**config.mk**
```make
export PLATFORM = sky130hd
export DESIGN_NAME = three_phase_gate_drive_control
export DESIGN_NICKNAME = d
export VERILOG_FILES = /design/src/design/three_phase_gate_drive_control.v
export VERILOG_INCLUDE_DIRS = /design/src /design/src/design
export SDC_FILE = /design/constraint.sdc
export NUM_CORES = 1
export LEC_CHECK = 0
export ABC_AREA = 1
export BUFFER_PORTS_ARGS = -buffer_cell sky130_fd_sc_hd__buf_2
export CORE_AREA = 2 2 188 98
export CTS_CLUSTER_SIZE = 10
export DETAILED_ROUTE_END_ITERATION = 10
export DIE_AREA = 0 0 190 100
export HOLD_SLACK_MARGIN = 0.08
export PLACE_DENSITY_LB_ADDON = 0.1
export SETUP_SLACK_MARGIN = 0.4
export SLEW_MARGIN = 20
export SYNTH_ARGS = -nofsm -noshare
export SYNTH_HDL_FRONTEND = slang
export SYNTH_SLANG_ARGS = --single-unit
```
**constraint.sdc**
```tcl
create_clock -name mclk -period 3.8 [get_ports mclk]
set_input_delay 0.19 -clock mclk [delete_from_list [all_inputs] [get_ports mclk]]
set_output_delay 0.19 -clock mclk [all_outputs]
set_load 0.05 [all_outputs]
```
**src/design/gate_drive_map.vh**
```
`ifndef GATE_DRIVE_MAP_VH
`define GATE_DRIVE_MAP_VH
// Time base
`define CLK_PERIOD_NS 50
`define DT_STEP_NS 50
`define DT_MAX_NS 12000
`define DT_SAT 8'hFF
`define DT_MIN 8'h01
`define DESAT_FILTER_NS 1000
`define BLANK_CYCLES_DEF 8
// Status bit positions
`define ST_OC 0
`define ST_DESAT 1
`define ST_MODE_EN 2
`define ST_LOCK 3
// Enable state machine
`define MODE_STANDBY 2'h0
`define MODE_INIT 2'h1
`define MODE_ENABLE 2'h2
`define MODE_FAULT 2'h3
`endif

```
**src/design/three_phase_gate_drive_control.v**
```verilog
`timescale 1ns/10ps
`default_nettype none
`include "gate_drive_map.vh"
// Notes on behaviour
// - Deadtime programmable in 50 ns steps from 0 ns to 12.75 us.
// - Deadtime counted 1..255 clock cycles, saturating at 255; zero selectable separately.
// - Simultaneous-operation mode disables the post-turn-on blanking delay.
// - Simultaneous-mode setting accepted once per reset; later writes ignored.
// - Commands set and lock pass-through, desat behaviour, zero deadtime; fault reporting masks set but not locked.
// - Pass-through mode skips the decision stage, one cycle less latency.
// - Status state is readable by the controller.
// - Phase inputs edge sensitive; complement off at once, selected on after deadtime.
// - Deadtime timer starts on any turn-off; complement waits until it elapses, except in pass-through or simultaneous mode.
// - Turn-on after deadtime already elapsed executes with no extra delay.
// - Current limit blanked right after each input state change.
// - High side refused until same-phase low side has been on once.
// - Driving continues only with reset released and both enables high.
// - Overcurrent comparator change latches an overcurrent fault.
// - Latched overcurrent shown in status 0; drives interrupt if unmasked.
// - Interrupt holds until fault gone and group clear issued: group zero for overcurrent, group one for desat.
// - Desat still present after blanking following high-side turn-on initiates fault.
// - Initiated desat passes a 1.0 us filter; registration turns all gates off.
// - Desat clearing before filter expiry discards it and restarts the timer.
// - Registered faults recorded in a readable fault status register.
// - Interrupt maskable; desat shutdown can be disabled.
module three_phase_gate_drive_control #(
   parameter BLANK_CYCLES = `BLANK_CYCLES_DEF
) (
   // Clock and reset
   input wire mclk,
   input wire srst,
   // Enables, asynchronous pins
   input wire enable1,
   input wire enable2,
   // Phase commands, asynchronous pins, bit per phase
   input wire [2:0] phase_high_cmd,
   input wire [2:0] phase_low_cmd,
   // Comparators, asynchronous
   input wire overcurrent_flag_out,
   input wire [2:0] desat_cmp,
   // Configuration from command decoder, same clock
   input wire [7:0] deadtime_req,
   input wire deadtime_load,
   input wire zero_deadtime,
   input wire pass_through_mode,
   input wire simul_req,
   input wire simul_load,
   input wire mode_lock,
   input wire int_mask_oc,
   input wire int_mask_desat,
   input wire desat_shutdown_dis,
   input wire clear_int_group0,
   input wire clear_int_group1,
   // Gate outputs
   output reg [2:0] phase_high_gate_out,
   output reg [2:0] phase_low_gate_out,
   output reg [2:0] current_limit_blank,
   // Status
   output reg int_out,
   output reg [7:0] status0,
   output reg [7:0] deadtime_q,
   output reg simul_en_q
);
   localparam integer FILT_CYC = `DESAT_FILTER_NS / `CLK_PERIOD_NS;
   localparam integer DTMAX_CYC = `DT_MAX_NS / `DT_STEP_NS;

   ////////////////////////////////////////////////////////////////////////
   // Synchronisers
   reg [11:0] s1_q, s2_q, s3_q;
   wire [11:0] raw = {desat_cmp, overcurrent_flag_out, enable2, enable1,
      phase_low_cmd, phase_high_cmd};
   always @(posedge mclk) begin
      if (srst) begin
         s1_q <= 12'h000;
         s2_q <= 12'h000;
         s3_q <= 12'h000;
      end else begin
         s1_q <= raw;
         s2_q <= s1_q;
         s3_q <= s2_q;
      end
   end
   wire [2:0] hs = s2_q[2:0];
   wire [2:0] ls = s2_q[5:3];
   wire [2:0] hs_rise = s2_q[2:0] & ~s3_q[2:0];
   wire [2:0] ls_rise = s2_q[5:3] & ~s3_q[5:3];
   wire [5:0] any_chg = s2_q[5:0] ^ s3_q[5:0];
   wire en_ok = s2_q[6] & s2_q[7];
   wire oc_chg = s2_q[8] ^ s3_q[8];
   wire [2:0] desat = s2_q[11:9];

   ////////////////////////////////////////////////////////////////////////
   // Configuration and lock
   reg lock_q, simul_done_q, pt_q, zdt_q, dshd_q;
   always @(posedge mclk) begin
      if (srst) begin
         deadtime_q <= `DT_SAT;
         lock_q <= 1'b0;
         simul_done_q <= 1'b0;
         simul_en_q <= 1'b0;
         pt_q <= 1'b0;
         zdt_q <= 1'b0;
         dshd_q <= 1'b0;
      end else begin
         if (deadtime_load)
            deadtime_q <= (deadtime_req < `DT_MIN) ? `DT_MIN : deadtime_req;
         if (simul_load && !simul_done_q) begin
            simul_en_q <= simul_req;
            simul_done_q <= 1'b1;
         end
         if (!lock_q) begin
            pt_q <= pass_through_mode;
            zdt_q <= zero_deadtime;
            dshd_q <= desat_shutdown_dis;
            lock_q <= mode_lock;
         end
      end
   end
   wire [7:0] dt_eff = zdt_q ? 8'h00 : deadtime_q;

   ////////////////////////////////////////////////////////////////////////
   // Mode machine
   reg [1:0] mode_q;
   reg desat_reg_q;
   reg [2:0] ls_seen_q;
   always @(posedge mclk) begin
      if (srst) begin
         mode_q <= `MODE_STANDBY;
      end else begin
         case (mode_q)
            `MODE_STANDBY: if (en_ok) mode_q <= `MODE_INIT;
            `MODE_INIT: begin
               if (!en_ok) mode_q <= `MODE_STANDBY;
               else if (&ls_seen_q) mode_q <= `MODE_ENABLE;
            end
            `MODE_ENABLE: begin
               if (!en_ok) mode_q <= `MODE_STANDBY;
               else if (desat_reg_q && !dshd_q) mode_q <= `MODE_FAULT;
            end
            `MODE_FAULT: if (!en_ok) mode_q <= `MODE_STANDBY;
            default: mode_q <= `MODE_STANDBY;
         endcase
      end
   end
   wire drive_ok = (mode_q == `MODE_INIT) || (mode_q == `MODE_ENABLE);
   wire shut = desat_reg_q && !dshd_q;

   ////////////////////////////////////////////////////////////////////////
   // Per-phase deadtime, blanking and desat filter
   reg [7:0] dt_cnt_q [0:2];
   reg [7:0] blk_cnt_q [0:2];
   reg [7:0] flt_cnt_q [0:2];
   reg [2:0] hs_want_q, ls_want_q, hs_dec_q, ls_dec_q, desat_pend;
   integer i;
   always @(posedge mclk) begin
      if (srst) begin
         for (i = 0; i < 3; i = i + 1) begin
            dt_cnt_q[i] <= 8'h00;
            blk_cnt_q[i] <= 8'h00;
            flt_cnt_q[i] <= 8'h00;
         end
         hs_want_q <= 3'h0;
         ls_want_q <= 3'h0;
         hs_dec_q <= 3'h0;
         ls_dec_q <= 3'h0;
         ls_seen_q <= 3'h0;
         desat_reg_q <= 1'b0;
         current_limit_blank <= 3'h0;
         phase_high_gate_out <= 3'h0;
         phase_low_gate_out <= 3'h0;
         desat_pend <= 3'h0;
      end else begin
         if (clear_int_group1 && !(|desat_pend))
            desat_reg_q <= 1'b0;
         for (i = 0; i < 3; i = i + 1) begin
            if (!drive_ok) ls_seen_q[i] <= 1'b0;
            else if (ls_dec_q[i]) ls_seen_q[i] <= 1'b1;
            // Level follows edge: rising edge selects, falling turns off
            if (hs_rise[i] && !simul_en_q) begin
               ls_want_q[i] <= 1'b0;
               ls_dec_q[i] <= 1'b0;
               if (ls_dec_q[i]) dt_cnt_q[i] <= dt_eff;
            end else if (ls_rise[i] && !simul_en_q) begin
               hs_want_q[i] <= 1'b0;
               hs_dec_q[i] <= 1'b0;
               if (hs_dec_q[i]) dt_cnt_q[i] <= dt_eff;
            end else if (dt_cnt_q[i] != 8'h00) begin
               dt_cnt_q[i] <= dt_cnt_q[i] - 8'h01;
            end
            if (!hs[i]) begin
               if (hs_dec_q[i]) dt_cnt_q[i] <= dt_eff;
               hs_want_q[i] <= 1'b0;
               hs_dec_q[i] <= 1'b0;
            end else if (hs_rise[i]) hs_want_q[i] <= 1'b1;
            if (!ls[i]) begin
               if (ls_dec_q[i]) dt_cnt_q[i] <= dt_eff;
               ls_want_q[i] <= 1'b0;
               ls_dec_q[i] <= 1'b0;
            end else if (ls_rise[i]) ls_want_q[i] <= 1'b1;
            // Decision stage, immediate once timer is idle
            if (hs_want_q[i] && (dt_cnt_q[i] == 8'h00 || simul_en_q)
                && ls_seen_q[i] && hs[i])
               hs_dec_q[i] <= 1'b1;
            if (ls_want_q[i] && (dt_cnt_q[i] == 8'h00 || simul_en_q) && ls[i])
               ls_dec_q[i] <= 1'b1;
            // Blanking restarts on any input change; skipped in simultaneous mode
            if ((any_chg[i] || any_chg[i+3]) && !simul_en_q)
               blk_cnt_q[i] <= BLANK_CYCLES[7:0];
            else if (blk_cnt_q[i] != 8'h00)
               blk_cnt_q[i] <= blk_cnt_q[i] - 8'h01;
            current_limit_blank[i] <= (blk_cnt_q[i] != 8'h00);
            // Desat filter, restarts when condition drops
            if (hs_dec_q[i] && blk_cnt_q[i] == 8'h00 && desat[i]) begin
               desat_pend[i] <= 1'b1;
               if (flt_cnt_q[i] == FILT_CYC[7:0] - 8'h01)
                  desat_reg_q <= 1'b1;
               else
                  flt_cnt_q[i] <= flt_cnt_q[i] + 8'h01;
            end else begin
               desat_pend[i] <= 1'b0;
               flt_cnt_q[i] <= 8'h00;
            end
         end
         // Pass-through bypasses the decision registers
         if (!drive_ok || shut || mode_q == `MODE_FAULT) begin
            phase_high_gate_out <= 3'h0;
            phase_low_gate_out <= 3'h0;
         end else if (pt_q) begin
            // Taken from the want stage, one cycle ahead of the decision
            phase_high_gate_out <= hs_want_q & ls_seen_q;
            phase_low_gate_out <= ls_want_q;
         end else begin
            phase_high_gate_out <= hs_dec_q;
            phase_low_gate_out <= ls_dec_q;
         end
      end
   end

   ////////////////////////////////////////////////////////////////////////
   // Fault status and interrupt
   reg oc_q;
   always @(posedge mclk) begin
      if (srst) begin
         oc_q <= 1'b0;
         int_out <= 1'b0;
         status0 <= 8'h00;
      end else begin
         if (oc_chg)
            oc_q <= 1'b1;
         else if (clear_int_group0 && !s2_q[8])
            oc_q <= 1'b0;
         int_out <= (oc_q && !int_mask_oc) || (desat_reg_q && !int_mask_desat);
         status0 <= 8'h00;
         status0[`ST_OC] <= oc_q;
         status0[`ST_DESAT] <= desat_reg_q;
         status0[`ST_MODE_EN] <= (mode_q == `MODE_ENABLE);
         status0[`ST_LOCK] <= lock_q;
      end
   end
   wire unused_ok = (DTMAX_CYC != 0);
endmodule // three_phase_gate_drive_control
`default_nettype wire

```
==> implementation parameters <==
Parameter                              Value

Layout
  Fin cells    1280
  Fin area    8850 um^2
  Total Nets Final    1082
  Area grow syn2layout    18.0%
  Fraction of the core area covered by cells at the end of the flow    50.2%
  Share of cells above drive strength 1    12.0%
  Number of diodes added for antenna fixing    0

Power and ir drop
  Sw frac    33.3%
  PnR Total Power    4.88 mW
  Power density of the placed cells    551 nW/um^2
  Worst vdd ir    0.000302 V
  Net Switching    1.62 mW
  Lkg Pwr    3.91 nW
  Clock network power share    32.4%
  Combinational power share    24.8%
  Cell-internal power    3.26 mW
  Share of power burned in registers    42.9%

Worst hold path
  Hold Crit Start    deadtime_load
  Path category of the worst min-delay check    input pin to register

Synth
  Synthesis Warnings    0
  Most repeated cell in the gate-level netlist after synthesis    nand2_1
  Share of the synthesized area in the top cell type    25.6%
  Proportion of synthesized flip-flops having asynchronous set or reset    0%
  Area fraction in and, or, nand and nor cells after synthesis    27.5%
  Number of flip-flops and latches in the synthesized netlist    153
  Number of enable-type register cells in the synthesized netlist    64
  Complex-gate fraction of the synthesized area    6.06%
  Top flip-flop cell by instance count after synthesis    dfxtp_1
  Leading post-synthesis cells by instance count    nand2_1 (173), nor2_1 (164), inv_1 (144)
  Synth Instances    934
  Post-synthesis share of cell area spent on full adders, half adders and majority gates    3.67%
  Mean instance size in the synthesized netlist    8.03 um^2
  Sequential cell area fraction in the yosys report    49.4%
  Distinct cell type count after synthesis    42
  Post-synthesis instance area    7500 um^2
  Cell type with the largest total area after synthesis    edfxtp_1
  Largest family of logic cells by synthesized area    simple AND/OR/NAND/NOR gates
  XOR/XNOR share of the synthesized area    3.85%
  Mux cell area share after synthesis    0%
  Ranking of synthesized cells by area    edfxtp_1 (26%), dfxtp_1 (24%), nand2_1 (8.7%)

Drt
  Post-detailed-route DRC marker count    0
  Mean routed wirelength per cell    13.7 um
  Antenna violation net count after detailed routing    0
  Routed wire length    17.5 mm
  Count of routing violations after the opening detailed-route iteration    451
  Router iterations before antenna repair    4
  Count of vias placed by the detailed router    6014
  Via density per instance    4.70

Floorplanning
  Core Region    17600 um^2
  Area of the die    19000 um^2
  Initial Utilization    42.5%
  Overall die width    190 um
  Die Y-Extent    100 um
  Io pins    60
  # rows    35

STA
  Setup repair after global routing missed its margin    false
  Slew at the pin closest to its max-slew limit    0.662 ns
  Fmax achieved    437 MHz
  Sum Neg Setup Slack    0 ns
  Total count of hold-check failures in the final report    0
  Number of pins exceeding their max-slew limit in the final report    0
  Max-slew headroom at the worst pin    55.7%
  Setup violations, final    0
  Final period demand of the worst path    2.29 ns
  Final-layout worst hold slack    0.166 ns
  Post-route worst setup slack    1.51 ns
  Tcrit/Tclk final    60.2%
  Max Clock Skew    0.0105 ns

Clock tree
  Number of post-CTS setup repair buffers    0
  TritonCTS sink count    153
  Worst-case clock buffer depth    2
  Quantity of gates resized following cts    0
  CTS clock-pin slew for the worst setup and hold paths    0.06 ns
  Clock tree root driver cell    clkbuf_16
  H-tree depth    4
  Num CTS Buffers    17
  Latest clock arrival within the worst-skew pair    0.42 ns
  TritonCTS clock tree    done
  Count of hold-fix buffers inserted at cts    36

Critical path
  Worst setup path start    simul_en_q
  Required @ worst endpoint    3.88 ns
  Critical path data arrival time    2.36 ns
  Max FO, Critical Path    14
  Sort of element at the end of the critical path    register
  Setup Crit Path Kind    register to register
  Worst R2R Start    simul_en_q
  Crit path launch type    register

Global routing
  Antenna violations before repair    0
  Maximum number of pins on one net before global-route repair    44
  Global-route usage over all layers    19.8%
  Via count of the first global-routing pass    5681
  Global-route wire length before repair    29.1 mm
  Global route total overflow    0

Place
  Placed Instance Area    7950 um^2
  Number of port buffers    55
  Weighted congestion at the end of routability-driven global placement    0.842
  Worst setup slack before clock tree synthesis    1.48 ns
  Detailed placement HPWL    12.7 mm
  Cell count after placement    1212

Run
  Max-cap viol count    0

Outcome
  Result of the run    complete, no violations
per-layer routing:
layer,track usage (%),part of all wire [%]
met1,32.0,57
met2,25.3,36
met3,4.90,5.8
met4,5.72,1.0
met5,0,0
critical path, stage by stage (launching register included):
cell     delay (ns)
dfxtp_1        0.60
nor2_1         0.12
inv_1          0.12
nand3_2        0.10
o21ai_2        0.46
inv_1          0.17
nand3_1        0.35
cell type report:
| cell class | count | area, um^2 |
|---|---|---|
| Multi-Input combinational cell | 613 | 3090 |
| Inverter | 150 | 571 |
| Timing Repair Buffer | 92 | 643 |
| Clock inverter | 11 | 70.1 |
| Fill cell | 1699 | 8800 |
| Sequential cell | 153 | 3700 |
| Clock buffer | 21 | 472 |
| Tap cell | 240 | 300 |
registers in the layout, summed over array words and instances, names as in the netlist, 4 cells and up:
register / cells
dt_cnt_q: 24
s1_q: 12
s3_q: 7
flt_cnt_q: 24
blk_cnt_q: 24
s2_q: 12
status0: 4
deadtime_q: 8
final timing paths:
path / endpoint / slack (ns) / depth (start not counted)
worst max-delay path: dt_cnt_q[2][4] / 1.51 / 6
worst min-delay path: deadtime_q[0] / 0.17 / 3
worst min register to register: s2_q[0] / 0.40 / 2
worst max register to register: dt_cnt_q[2][4] / 1.51 / 6
cells by family (layout without fill, tap and decap cells):
kind of cell / Yosys count / count (layout)
buffers and inverters: 171 / 274
AO/OA/AOI/OAI: 85 / 85
other: 1 / 4
XOR/XNOR: 33 / 33
AND/OR/NAND/NOR: 469 / 469
adder cells (fa/ha/maj): 22 / 22
flip-flops: 153 / 153
power by group through the flow:
| stage | Sequential [mW] | Clock [mW] | Combinational (mW) |
|---|---|---|---|
| global route | 2.12 | 1.68 | 1.37 |
| detailed placement | 2.12 | 0 | 1.17 |
| floorplan | 2.17 | 0 | 0.841 |
| global placement | 2.13 | 0 | 1.17 |
| CTS | 2.09 | 1.61 | 1.21 |
| finish | 2.09 | 1.58 | 1.21 |
layout by cell type (no fill, tap or decap), types with 2 or more instances in the layout:
cell and count:
nand3_2 5, inv_1 144, nand3b_1 2, ha_1 22, inv_2 3, clkinv_4 2, o21ai_2 2, xor2_1 21
nand2_1 173, nor2_1 164, edfxtp_1 64, inv_6 2, o21ai_0 30, nand2_2 8, a21oi_1 45, clkbuf_1 2
dfxtp_1 89, o211ai_1 4, dlygate4sd3_1 36, nor2_2 6, clkbuf_16 18, nor3_1 10, inv_4 4, or2_2 7
xnor2_1 12, clkinv_2 5, buf_2 55, nand3_1 69, nor2_4 2, conb_1 4, nand4_1 16
Note: power is estimated with default switching activity, not from simulation.
